## config.mk

```make
export PLATFORM = sky130hd
export DESIGN_NAME = fcwd_top
export DESIGN_NICKNAME = d
export VERILOG_FILES = /design/src/logic/fcwd_pkg.sv /design/src/logic/fcwd_tick.sv /design/src/logic/fcwd_top.sv
export SDC_FILE = /design/constraint.sdc
export NUM_CORES = 1
export LEC_CHECK = 0
export ABC_CLOCK_PERIOD_IN_PS = 7050
export BUFFER_PORTS_ARGS = -buffer_cell sky130_fd_sc_hd__buf_4
export CAP_MARGIN = 20
export CORE_UTILIZATION = 41
export DETAILED_ROUTE_END_ITERATION = 7
export PLACE_DENSITY_LB_ADDON = 0.12
export SLEW_MARGIN = 10
export SYNTH_ARGS = -nofsm -noshare
export SYNTH_HDL_FRONTEND = slang
export SYNTH_SLANG_ARGS = --single-unit
```

## constraint.sdc

```tcl
create_clock -name clk -period 7.05 [get_ports clk]
set_input_delay 1.41 -clock clk [delete_from_list [all_inputs] [get_ports clk]]
set_output_delay 1.41 -clock clk [all_outputs]
set_load 0.01 [all_outputs]
```

## src/logic/fcwd_pkg.sv

```systemverilog
// Constants, register map and carrier types of the fieldbus comm watchdog.
// Assumes a 100 MHz clock and one 16-bit register access at a time.
//
// Overview of operation
// - A stop key in the stop register stops the watchdog and clears faults.
// - Close option equal to 1 closes the MODBUS socket on timeout.
// - On timeout every process output is forced to zero.
// - Outputs resume normal operation once communication is re-established.
// - Alternative flag and timeout value are kept in non-volatile storage.
// - Timeout value writes are rejected while the watchdog runs.
// - Each register is one 16-bit word; each access moves one word.
// - Timeout value counts in units of 100 milliseconds.
// - Mask bit n-1 enables function code n as trigger, codes 1 to 16.
// - Enabled requests restart the count; a gap over timeout raises timeout.
// - Nonzero changed trigger write starts, retriggers and clears the fault.
// - A save key makes timeout, mask and third parameter non-volatile.
// - State register reads 0 inactive, 1 running, 2 expired.
package fcwd_pkg;

    // ----------------------------------------------------------------
    // Register map
    // ----------------------------------------------------------------
    localparam logic [15:0] ADDR_TIMEOUT = 16'h1000;
    localparam logic [15:0] ADDR_MASK = 16'h1001;
    localparam logic [15:0] ADDR_PARAM3 = 16'h1002;
    localparam logic [15:0] ADDR_TRIGGER = 16'h1003;
    localparam logic [15:0] ADDR_STATE = 16'h1006;
    localparam logic [15:0] ADDR_STOP = 16'h1008;
    localparam logic [15:0] ADDR_CLOSE = 16'h1009;
    localparam logic [15:0] ADDR_ALT = 16'h100A;
    localparam logic [15:0] ADDR_SAVE = 16'h100B;

    localparam logic [15:0] KEY_A = 16'hAA55;
    localparam logic [15:0] KEY_B = 16'h55AA;
    localparam logic [15:0] ALT_ARM_VALUE = 16'h0001;
    localparam logic [15:0] CLOSE_ON_VALUE = 16'h0001;

    localparam logic [15:0] RST_TIMEOUT = 16'h0000;
    localparam logic [15:0] RST_MASK = 16'h0000;
    localparam logic [15:0] RST_PARAM3 = 16'h0000;
    localparam logic [15:0] RST_TRIGGER = 16'h0000;
    localparam logic [15:0] RST_STOP = 16'h0000;
    localparam logic [15:0] RST_CLOSE = 16'h0000;
    localparam logic [15:0] RST_ALT = 16'h0000;

    localparam logic [15:0] CODE_INACTIVE = 16'h0000;
    localparam logic [15:0] CODE_RUNNING = 16'h0001;
    localparam logic [15:0] CODE_EXPIRED = 16'h0002;

    // ----------------------------------------------------------------
    // Timing
    // ----------------------------------------------------------------
    localparam int CLK_PERIOD_NS = 10;
    localparam int TICK_MS = 100;
    localparam int TICK_CYCLES = TICK_MS * 1000000 / CLK_PERIOD_NS;

    // ----------------------------------------------------------------
    // Carrier types
    // ----------------------------------------------------------------
    typedef struct packed {
        logic write;
        logic [15:0] addr;
        logic [15:0] wdata;
    } fcwd_req_s;

    typedef struct packed {
        logic [15:0] timeout;
        logic [15:0] mask;
        logic [15:0] param3;
        logic [15:0] alt;
    } fcwd_nv_s;

    typedef enum logic [1:0] {
        ST_IDLE,
        ST_ARMED,
        ST_RUN,
        ST_EXPIRED
    } fcwd_state_e;

endpackage

```

## src/logic/fcwd_tick.sv

```systemverilog
// Divider that emits a one-cycle enable pulse every tick period.
// Assumes clear restarts the period so a retrigger gets a full first tick.
`timescale 1ns/1ns
module fcwd_tick #(
    parameter int CYCLES = fcwd_pkg::TICK_CYCLES
)
(
    input wire logic clk,
    input wire logic reset,
    input wire logic clear,
    output logic tick
);

    logic [23:0] cnt_q;
    logic [23:0] cnt_d;
    logic tick_q;
    logic tick_d;

    always_comb
    begin
        cnt_d = cnt_q + 24'h000001;
        tick_d = 1'b0;
        if (clear)
        begin
            cnt_d = 24'h000000;
        end
        else if (cnt_q == 24'(CYCLES - 1))
        begin
            cnt_d = 24'h000000;
            tick_d = 1'b1;
        end
    end

    always_ff @(posedge clk)
    begin
        if (reset)
        begin
            cnt_q <= 24'h000000;
            tick_q <= 1'b0;
        end
        else
        begin
            cnt_q <= cnt_d;
            tick_q <= tick_d;
        end
    end

    assign tick = tick_q;

endmodule

```

## src/logic/fcwd_top.sv

```systemverilog
// Communication watchdog with its 16-bit register file and request monitor.
// Assumes one register access per req_valid pulse and that the non-volatile
// store outside keeps nv_image on nv_save and returns it on nv_restore.
`timescale 1ns/1ns
module fcwd_top #(
    parameter int TICK_CYCLES = fcwd_pkg::TICK_CYCLES
)
(
    input wire logic clk,
    input wire logic reset,
    input wire logic req_valid,
    input fcwd_pkg::fcwd_req_s req,
    output logic rsp_valid,
    output logic [15:0] rsp_rdata,
    output logic rsp_error,
    input wire logic mb_req_valid,
    input wire logic [7:0] mb_func,
    input wire logic [15:0] proc_out_in,
    output logic [15:0] proc_out,
    output logic outputs_forced,
    output logic socket_close,
    output logic nv_save,
    output fcwd_pkg::fcwd_nv_s nv_image,
    input fcwd_pkg::fcwd_nv_s nv_restore
);

    // ----------------------------------------------------------------
    // Helpers
    // ----------------------------------------------------------------
    function automatic logic is_key(input logic [15:0] v);
        is_key = (v == fcwd_pkg::KEY_A) || (v == fcwd_pkg::KEY_B);
    endfunction

    function automatic logic fc_enabled(input logic [15:0] mask,
                                        input logic [7:0] fc);
        fc_enabled = 1'b0;
        if (fc >= 8'h01 && fc <= 8'h10)
        begin
            fc_enabled = mask[4'(fc - 8'h01)];
        end
    endfunction

    function automatic logic [15:0] state_code(input fcwd_pkg::fcwd_state_e s);
        case (s)
            fcwd_pkg::ST_RUN: state_code = fcwd_pkg::CODE_RUNNING;
            fcwd_pkg::ST_EXPIRED: state_code = fcwd_pkg::CODE_EXPIRED;
            default: state_code = fcwd_pkg::CODE_INACTIVE;
        endcase
    endfunction

    // ----------------------------------------------------------------
    // State
    // ----------------------------------------------------------------
    fcwd_pkg::fcwd_state_e state_q, state_d;
    fcwd_pkg::fcwd_nv_s par_q, par_d;
    logic [15:0] trig_q, trig_d;
    logic [15:0] stop_q, stop_d;
    logic [15:0] close_q, close_d;
    logic [15:0] cnt_q, cnt_d;
    logic restored_q;
    logic rsp_valid_q, rsp_valid_d;
    logic [15:0] rdata_q, rdata_d;
    logic err_q, err_d;
    logic sock_q, sock_d;
    logic save_q, save_d;
    logic [15:0] pout_q, pout_d;
    logic tick;
    logic restart;
    logic wr;
    logic alt_mode;

    assign wr = req_valid && req.write;
    assign alt_mode = (par_q.alt == fcwd_pkg::ALT_ARM_VALUE);

    fcwd_tick #(
        .CYCLES(TICK_CYCLES)
    ) u_tick (
        .clk(clk),
        .reset(reset),
        .clear(restart),
        .tick(tick)
    );

    // ----------------------------------------------------------------
    // Next-state and register file
    // ----------------------------------------------------------------
    always_comb
    begin
        state_d = state_q;
        par_d = par_q;
        trig_d = trig_q;
        stop_d = stop_q;
        close_d = close_q;
        cnt_d = cnt_q;
        restart = 1'b0;
        rsp_valid_d = req_valid;
        rdata_d = 16'h0000;
        err_d = 1'b0;
        save_d = 1'b0;
        sock_d = 1'b0;

        // Timer: one count per 100 ms tick, saturating.
        if (state_q == fcwd_pkg::ST_RUN && tick)
        begin
            if (cnt_q >= par_q.timeout)
            begin
                state_d = fcwd_pkg::ST_EXPIRED;
                sock_d = (close_q == fcwd_pkg::CLOSE_ON_VALUE);
            end
            else
            begin
                cnt_d = cnt_q + 16'h0001;
            end
        end

        // Request monitor.
        if (mb_req_valid)
        begin
            if (alt_mode && state_q != fcwd_pkg::ST_IDLE)
            begin
                state_d = fcwd_pkg::ST_RUN;
                restart = 1'b1;
            end
            else if (!alt_mode && state_q != fcwd_pkg::ST_IDLE
                     && fc_enabled(par_q.mask, mb_func))
            begin
                state_d = fcwd_pkg::ST_RUN;
                restart = 1'b1;
            end
        end

        // Single-word register access.
        if (req_valid)
        begin
            case (req.addr)
                fcwd_pkg::ADDR_TIMEOUT: rdata_d = par_q.timeout;
                fcwd_pkg::ADDR_MASK: rdata_d = par_q.mask;
                fcwd_pkg::ADDR_PARAM3: rdata_d = par_q.param3;
                fcwd_pkg::ADDR_TRIGGER: rdata_d = trig_q;
                fcwd_pkg::ADDR_STATE: rdata_d = state_code(state_q);
                fcwd_pkg::ADDR_STOP: rdata_d = stop_q;
                fcwd_pkg::ADDR_CLOSE: rdata_d = close_q;
                fcwd_pkg::ADDR_ALT: rdata_d = par_q.alt;
                fcwd_pkg::ADDR_SAVE: rdata_d = 16'h0000;
                default: err_d = 1'b1;
            endcase
        end

        if (wr)
        begin
            case (req.addr)
                fcwd_pkg::ADDR_TIMEOUT:
                begin
                    if (state_q == fcwd_pkg::ST_RUN)
                    begin
                        err_d = 1'b1;
                    end
                    else
                    begin
                        par_d.timeout = req.wdata;
                        save_d = 1'b1;
                    end
                end
                fcwd_pkg::ADDR_MASK:
                begin
                    par_d.mask = req.wdata;
                    if (req.wdata != 16'h0000
                        && state_q == fcwd_pkg::ST_IDLE && !alt_mode)
                    begin
                        state_d = fcwd_pkg::ST_RUN;
                        restart = 1'b1;
                    end
                end
                fcwd_pkg::ADDR_PARAM3: par_d.param3 = req.wdata;
                fcwd_pkg::ADDR_TRIGGER:
                begin
                    trig_d = req.wdata;
                    if (req.wdata != 16'h0000 && req.wdata != trig_q)
                    begin
                        state_d = fcwd_pkg::ST_RUN;
                        restart = 1'b1;
                    end
                end
                fcwd_pkg::ADDR_STOP:
                begin
                    stop_d = req.wdata;
                    if (is_key(req.wdata))
                    begin
                        state_d = fcwd_pkg::ST_IDLE;
                        restart = 1'b1;
                    end
                end
                fcwd_pkg::ADDR_CLOSE: close_d = req.wdata;
                fcwd_pkg::ADDR_ALT:
                begin
                    par_d.alt = req.wdata;
                    save_d = 1'b1;
                    if (req.wdata == fcwd_pkg::ALT_ARM_VALUE
                        && state_q == fcwd_pkg::ST_IDLE)
                    begin
                        state_d = fcwd_pkg::ST_ARMED;
                    end
                end
                fcwd_pkg::ADDR_SAVE: save_d = is_key(req.wdata);
                default: err_d = 1'b1;
            endcase
        end

        // A restart wins over a tick in the same cycle.
        if (restart)
        begin
            cnt_d = 16'h0000;
            sock_d = 1'b0;
        end

        // Stored parameters come back once, just after reset release.
        if (!restored_q)
        begin
            par_d = nv_restore;
        end
    end

    // Outputs track the process image unless the watchdog has expired.
    always_comb
    begin
        pout_d = proc_out_in;
        if (state_d == fcwd_pkg::ST_EXPIRED)
        begin
            pout_d = 16'h0000;
        end
    end

    always_ff @(posedge clk)
    begin
        if (reset)
        begin
            state_q <= fcwd_pkg::ST_IDLE;
            par_q <= '{fcwd_pkg::RST_TIMEOUT, fcwd_pkg::RST_MASK,
                       fcwd_pkg::RST_PARAM3, fcwd_pkg::RST_ALT};
            trig_q <= fcwd_pkg::RST_TRIGGER;
            stop_q <= fcwd_pkg::RST_STOP;
            close_q <= fcwd_pkg::RST_CLOSE;
            cnt_q <= 16'h0000;
            restored_q <= 1'b0;
            rsp_valid_q <= 1'b0;
            rdata_q <= 16'h0000;
            err_q <= 1'b0;
            sock_q <= 1'b0;
            save_q <= 1'b0;
            pout_q <= 16'h0000;
        end
        else
        begin
            state_q <= state_d;
            par_q <= par_d;
            trig_q <= trig_d;
            stop_q <= stop_d;
            close_q <= close_d;
            cnt_q <= cnt_d;
            restored_q <= 1'b1;
            rsp_valid_q <= rsp_valid_d;
            rdata_q <= rdata_d;
            err_q <= err_d;
            sock_q <= sock_d;
            save_q <= save_d;
            pout_q <= pout_d;
        end
    end

    assign rsp_valid = rsp_valid_q;
    assign rsp_rdata = rdata_q;
    assign rsp_error = err_q;
    assign proc_out = pout_q;
    assign outputs_forced = (state_q == fcwd_pkg::ST_EXPIRED);
    assign socket_close = sock_q;
    assign nv_save = save_q;
    assign nv_image = par_q;

    // ----------------------------------------------------------------
    // Checks
    // ----------------------------------------------------------------
    a_stop_key_idle: assert property (@(posedge clk) disable iff (reset)
        wr && req.addr == fcwd_pkg::ADDR_STOP && is_key(req.wdata)
        |=> state_q == fcwd_pkg::ST_IDLE && !outputs_forced)
        else $error("stop key did not stop the watchdog");
    a_close_socket: assert property (@(posedge clk) disable iff (reset)
        $rose(outputs_forced) |-> socket_close ==
        ($past(close_q) == fcwd_pkg::CLOSE_ON_VALUE))
        else $error("socket close does not follow the close option");
    a_alt_first_req: assert property (@(posedge clk) disable iff (reset)
        state_q == fcwd_pkg::ST_ARMED && mb_req_valid && alt_mode
        && !wr |=> state_q == fcwd_pkg::ST_RUN)
        else $error("armed watchdog did not start on request");
    a_alt_restart: assert property (@(posedge clk) disable iff (reset)
        state_q == fcwd_pkg::ST_RUN && alt_mode && mb_req_valid && !wr
        |=> cnt_q == 16'h0000 ##1 cnt_q == 16'h0000)
        else $error("request did not restart the count");
    a_force_zero: assert property (@(posedge clk) disable iff (reset)
        state_q == fcwd_pkg::ST_EXPIRED && restored_q
        |-> proc_out == 16'h0000)
        else $error("outputs not forced to zero after timeout");
    a_resume_out: assert property (@(posedge clk) disable iff (reset)
        state_q == fcwd_pkg::ST_EXPIRED && wr
        && req.addr == fcwd_pkg::ADDR_TRIGGER && req.wdata != 16'h0000
        && req.wdata != trig_q |=> proc_out == $past(proc_out_in))
        else $error("outputs did not resume after retrigger");
    a_nv_on_alt: assert property (@(posedge clk) disable iff (reset)
        wr && req.addr == fcwd_pkg::ADDR_ALT
        |=> nv_save && nv_image.alt == $past(req.wdata))
        else $error("alternative flag not saved");
    a_tmo_locked: assert property (@(posedge clk) disable iff (reset)
        state_q == fcwd_pkg::ST_RUN && wr
        && req.addr == fcwd_pkg::ADDR_TIMEOUT && restored_q
        |=> $stable(par_q.timeout) && rsp_error)
        else $error("timeout changed while running");
    a_read_latency: assert property (@(posedge clk) disable iff (reset)
        req_valid |=> rsp_valid)
        else $error("register access not answered");

    a_mask_restart: assert property (@(posedge clk) disable iff (reset)
        state_q == fcwd_pkg::ST_RUN && !alt_mode && mb_req_valid && !wr
        && mb_func == 8'h05 && par_q.mask[4] |=> cnt_q == 16'h0000)
        else $error("enabled function code did not restart");

    a_expire_tick: assert property (@(posedge clk) disable iff (reset)
        state_q == fcwd_pkg::ST_RUN && tick && cnt_q >= par_q.timeout
        && !restart |=> state_q == fcwd_pkg::ST_EXPIRED)
        else $error("watchdog missed its timeout");

    a_state_code: assert property (@(posedge clk) disable iff (reset)
        req_valid && !req.write && req.addr == fcwd_pkg::ADDR_STATE
        |=> rsp_rdata == state_code($past(state_q)))
        else $error("state register reads wrong code");

endmodule

```

==> flow_summary.yaml, run 1 <==
outcome:
  outcome: "completed"
sta:
  tightest_slew_ns: 1.16
  timing.final.hold_violations: 0
  rsz0062_at_grt: "false"
  drv_slew: 0
  fin_skew_ns: 0.0142
  slew_headroom_pct: 22.5
  fmax_mhz: 208
  post-route-period-util_pct: 68.3
  finalWorstSetupSlack_ns: 2.24
  finalSetupTns_ns: 0
  fin_hold_ws_ns: 0.472
  finalSetupViolations: 0
  min_period_ns: 4.81
cts:
  clkSinkCount: 192
  clk_latency_ns: 0.43
  numCtsBuffers: 17
  hold_buffers: 0
  cts_tree: "done"
  ctsResizeCount: 0
  cts-root-buf: "clkbuf_16"
  path_clk_slew_ns: 0.07
  h-tree-depth: 4
  clockBufferDepth: 2
  cts_setup_buffers: 0
logic_synthesis:
  syn_avg_cell_area_um2: 8.83
  synth.distinct_cells: 62
  synth-main-ff-cell: "dfxtp_1"
  synthesis.area_um2: 9560
  syn_inst: 1083
  ys_ff_latch: 192
  synth_nets: 1229
  async_flop_share_pct: 0
  synth_edf_count: 0
  ys_warn_count: 0
  ys_seq_area_share_pct: 40.2
layout:
  layoutNonFillerInstCount: 1576
  fill_cells: 2203
  nNetsFinal: 1396
  insertedDiodeCount: 0
  area_growth_pct: 24.7
  layout-drive-gt1-share_pct: 22.9
  fin_area_um2: 11900
pwr:
  ir_drop_mv: 0.135
  power.density_nw_per_um2: 202
  leakagePower_nw: 4.47
critical_path:
  worst-path-max-fanout: 17
  crit_path_start_kind: "input port"
  slowest_delay_ns: 1.01
  cp_data_required_time_ns: 7.32
  cp-end-kind: "flip-flop"
  path_cells: "buf_4, or4_1, or3_1, nor4_4, and2_1, mux2i_1, a211oi_1"
  critical_path_class: "in -> reg"
  cp.arrival_ns: 5.09
  path_buf_inv: 1
  r2r_slack_ns: 3.84
  slowest_stage: "and2_1"
  cpLargestDelayFamily: "simple AND/OR/NAND/NOR gates"
placement:
  gp_congestion: 0.900
  dp_hpwl_um: 22500
  portBuffers: 225
  post-place-ws_ns: 1.90
  dpl_cell_area_um2: 11300
  place_inst: 1544
route:
  postRouteAntennaNets: 0
  first_pass_iters: 5
  wl_um: 31700
  vias: 8901
  via_per_inst: 5.65
  wl_per_cell_um: 20.1
  drc_errors: 0
  drtIter0Drc: 725
die:
  start_util_pct: 42.0
  dieWidth_um: 155
  die_y_um: 155
  fp-row-count: 55
  dieArea_um2: 23900
  pin_count: 226
  core_area_um2: 22800
grt:
  grt_pass1_wl_um: 49200
  grt_overflow_total: 0
  grt_max_degree: 86
  grt_use_total_pct: 26.7
  grt_pass1_vias: 8433
  antenna_found_initial: 0
hold_path:
  hold_path_class: "reg -> reg"
job:
  maxCapViolations: 0
-- cell usage after synthesis, drive strengths merged (3+ instances only) --
library cell	instances	area share (%)
nor3	25	1.6
o21ai	28	1.5
and3	8	0.52
clkbuf	69	2.7
and2	4	0.26
xor2	15	1.4
dfxtp	192	40
a21oi	63	3.3
mux2i	98	10
nor4	28	2.4
nand3	24	1.3
a221oi	16	1.5
o2111ai	3	0.27
nand2b	6	0.39
nand2	103	4.1
a211oi	68	5.5
and4	4	0.37
buf	16	1.2
a22oi	14	1.1
mux2	4	0.47
nand4	18	1.2
xnor2	32	2.9
inv	27	1.1
mux4	4	0.94
or4	6	0.47
or3	18	1.3
nor4b	6	0.55
o41ai	3	0.35
ha	21	2.7
a2111oi	3	0.34
nor2	115	4.5
nor3b	17	1.3
-- through the flow --
| stage | utilization (%) | power (mW) |
|---|---|---|
| after floorplan | - | 1.30 |
| after global placement | 49.8 | 1.46 |
| after detailed placement | 49.8 | 1.46 |
| after CTS | 52.3 | 2.42 |
| after global routing | 52.3 | 2.48 |
| final | 52.3 | 2.40 |
-- per-layer routing --
layer	track usage, %	wire [um]	share of wire, %	vias to the layer above
met5	0	0	0	-
met4	7.40	561	1.8	0
li1	-	-	-	4247
met2	40.1	13900	44	358
met1	38.3	15000	47	4259
met3	5.60	2240	7.0	37
-- logic make-up (layout without fill, tap and decap cells) --
kind of cell / after synthesis / count (layout) / synth area share [%]
adder cells (fa/ha/maj): 21 / 21 / 2.75
multiplexers: 106 / 106 / 11.7
AO/OA/AOI/OAI: 214 / 214 / 15.1
buffers and inverters: 112 / 292 / 5.01
AND/OR/NAND/NOR: 391 / 391 / 20.9
flip-flops: 192 / 192 / 40.2
XOR/XNOR: 47 / 47 / 4.31
-- cell usage in the layout, fill, tap and decap left out, types with 3 or more instances in the layout --
cell type / synthesis / routed
buf_4: 8 / 233
clkbuf_1: 69 / 3
xnor2_1: 32 / 32
xor2_1: 15 / 15
nor4_2: 1 / 3
nor2_1: 115 / 115
nand4_1: 18 / 18
and3_1: 8 / 8
nor3b_1: 17 / 17
or3_1: 16 / 16
a221oi_1: 16 / 16
ha_1: 21 / 21
o2111ai_1: 3 / 3
nand2_1: 101 / 101
o21ai_0: 27 / 27
clkbuf_16: 0 / 17
mux2_2: 4 / 4
inv_1: 27 / 27
a22oi_1: 14 / 14
clkinv_2: 0 / 3
and2_1: 3 / 3
mux4_2: 4 / 4
mux2i_1: 98 / 98
nor4_1: 24 / 22
nor3_1: 22 / 22
a211oi_1: 67 / 67
nor4_4: 3 / 3
nand2b_1: 6 / 6
nand3_1: 24 / 24
or4_1: 6 / 6
and4_1: 4 / 4
dfxtp_1: 192 / 191
nor4b_1: 6 / 6
a21oi_1: 63 / 63
-- sequential cells by signal (all words and copies together) (netlist names) --
| register | count |
|---|---|
| nv_image | 64 |
| u_tick.cnt_q | 24 |
| close_q | 16 |
| cnt_q | 16 |
| proc_out | 16 |
| rsp_rdata | 16 |
| stop_q | 16 |
| trig_q | 16 |
| state_q | 2 |
| nv_save | 1 |
| restored_q | 1 |
| rsp_error | 1 |
| rsp_valid | 1 |
| socket_close | 1 |
| u_tick.tick | 1 |
-- worst register-to-register path, delay by kind of cell, from the launching register on --
kind | cells | cell delay (ns)
compound gates | 5 | 1.26
simple gates | 2 | 1.07
flops | 1 | 0.42
fa+ha+maj | 1 | 0.32
buf+inv | 1 | 0.07
-- layout make-up --
cell class	count	area (um2)	share of cell area, %
multi-input cells	779	5250	44.1
flip-flops and latches	192	3850	32.3
repair buffers	233	1750	14.7
clock buffers	21	450	3.78
well taps	313	392	3.29
clock inverters	11	128	1.07
inverters	27	101	0.850
-- power by group --
part	internal, mW	total [mW]	switching [mW]
clock network	0.536	0.971	0.434
logic	0.133	0.272	0.139
registers	1.12	1.16	0.0444
total	1.79	2.40	0.618
-- final timing paths --
path,start,to,cells past startpoint
setup / recovery,req[21],nv_image[22],7
hold / removal,close_q[8],close_q[8],2
setup reg to reg,nv_image[61],cnt_q[10],9
hold reg to reg,close_q[8],close_q[8],2
Note: power is estimated with default switching activity, not from simulation.
==> run 2: changes to the inputs <==
Settings changed: ABC_CLOCK_PERIOD_IN_PS 7050 to 4100.
Clock period 7.05 ns to 4.1 ns, I/O delays scaled along.
==> flow_summary.yaml, run 2 (same netlist as run 1, synthesis figures left out) <==
placement:
  portBuffers: 225
  place_inst: 1554
  gp_congestion: 0.877
  dp_hpwl_um: 22600
cts:
  path_clk_slew_ns: 0.08
  numCtsBuffers: 17
  hold_buffers: 0
  cts_setup_buffers: 0
  cts_tree: "done"
  ctsResizeCount: 0
  clockBufferDepth: 2
  clkSinkCount: 192
  h-tree-depth: 4
  clk_latency_ns: 0.43
  cts-root-buf: "clkbuf_16"
sta:
  slew_headroom_pct: 31.3
  finalSetupTns_ns: 0
  fmax_mhz: 303
  fin_hold_ws_ns: 0.471
  timing.final.hold_violations: 0
  rsz0062_at_grt: "false"
  finalSetupViolations: 0
  fin_skew_ns: 0.00895
  drv_slew: 0
  min_period_ns: 3.30
  tightest_slew_ns: 1.03
  post-route-period-util_pct: 80.4
pwr:
  leakagePower_nw: 4.54
  comb_power_share_pct: 11.2
  ir_drop_mv: 0.244
  netSwitchingPower_mw: 1.13
  switching_share_pct: 27.2
  p_clk_share_pct: 40.6
  power.density_nw_per_um2: 345
  p_seq_share_pct: 48.2
  internal_power_mw: 3.02
route:
  wl_um: 31700
  highest_layer: "met4"
  wl_per_cell_um: 20.0
  wl_met2_um: 13500
  vias: 8950
  first_pass_iters: 5
  via_per_inst: 5.64
  drtIter0Drc: 693
  met1_length_um: 15200
  postRouteAntennaNets: 0
  drc_errors: 0
  met3_length_um: 2290
die:
  core_area_um2: 22800
  dieArea_um2: 23900
  pin_count: 226
  dieWidth_um: 155
  die_y_um: 155
  fp-row-count: 55
  start_util_pct: 42.0
layout:
  largest_reg_flops: 64
  layout_common_cells: "240 x buf_4, 191 x dfxtp_1, 115 x nor2_1"
  layout_commonest_cell: "buf_4"
  layoutNonFillerInstCount: 1586
  insertedDiodeCount: 0
  fill_cells: 2210
  area_growth_pct: 26.0
  final_util_pct: 52.9
  layout-drive-gt1-share_pct: 23.7
  nNetsFinal: 1406
critical_path:
  worst-path-max-fanout: 16
  r2r-end: "cnt_q[10]"
  timing.rr.start: "nv_image[61]"
  cp.arrival_ns: 3.65
  rr_worst_depth: 9
  crit_path_start_kind: "input port"
  critical_path_class: "in -> reg"
  cp-end-kind: "flip-flop"
  r2r_slack_ns: 0.81
  cp_data_required_time_ns: 4.45
hold_path:
  hold_path_class: "reg -> reg"
  hold_depth: 2
  min_from: "close_q[4]"
  hold_path_end: "close_q[4]"
grt:
  antenna_found_initial: 0
  grt_pass1_wl_um: 48900
  grt_pass1_vias: 8265
  grt_use_total_pct: 26.6
  grt_max_degree: 92
  grt_overflow_total: 0
outcome:
  outcome: "completed"
job:
  maxCapViolations: 0
-- run 2: cell types whose count changed in the layout (fill, tap and decap cells not counted) --
cell | before | now
clkinv_8 | 0 | 1
clkbuf_8 | 1 | 0
buf_4 | 233 | 240
inv_8 | 1 | 5
clkbuf_1 | 3 | 0
clkinv_4 | 1 | 4
bufinv_16 | 2 | 1
buf_12 | 0 | 3
clkinv_2 | 3 | 0
-- run 2: worst max path at each step --
stage                       startpoint           end
final                       mb_func[0]   proc_out[3]
after global routing      nv_image[61]     cnt_q[10]
after global placement      mb_func[0]  proc_out[10]
after floorplan             mb_func[0]   proc_out[6]
after detailed placement    mb_func[0]   proc_out[3]
after CTS                   mb_func[0]   proc_out[3]
-- run 2: metal layers --
metal | vias to the layer above | global-route usage [%]
li1 | 4275 | -
met1 | 4246 | 38.2
met2 | 383 | 39.6
met3 | 46 | 5.30
met4 | 0 | 8.68
met5 | - | 0
-- run 2: final cells by class --
type	count	area, um2	area share [%]
clock buffers	17	425	3.53
multi-input cells	779	5250	43.6
well taps	313	392	3.25
inverters	27	101	0.841
repair buffers	243	1860	15.5
flip-flops and latches	192	3850	31.9
clock inverters	15	170	1.41
-- run 2: worst max-delay path, cell delays in order --
cell       delay (ns)
buf_4            0.15
inv_1            0.07
ha_1             0.41
mux4_2           0.54
mux2_2           0.29
o2111ai_1        0.10
nand3_1          0.23
o32ai_1          0.55
a211oi_4         0.07
buf_4            0.22
nor3b_1          0.19
-- run 2: per-stage QoR --
stage,area (um2),power (mW),setup slack [ns]
5_1_grt,12000,4.31,0.467
2_1_floorplan,9560,2.24,0.625
3_5_place_dp,11500,2.51,0.342
3_3_place_gp,11500,2.51,0.406
6_report,12000,4.15,0.804
4_1_cts,12000,4.19,0.802
-- run 2: power by group through the flow --
stage          logic, mW  clock network [mW]  registers, mW
3_5_place_dp       0.462                   0           2.05
6_report           0.464                1.69           2.00
3_3_place_gp       0.459                   0           2.05
2_1_floorplan      0.209                   0           2.03
5_1_grt            0.501                1.80           2.01
4_1_cts            0.464                1.72           2.00
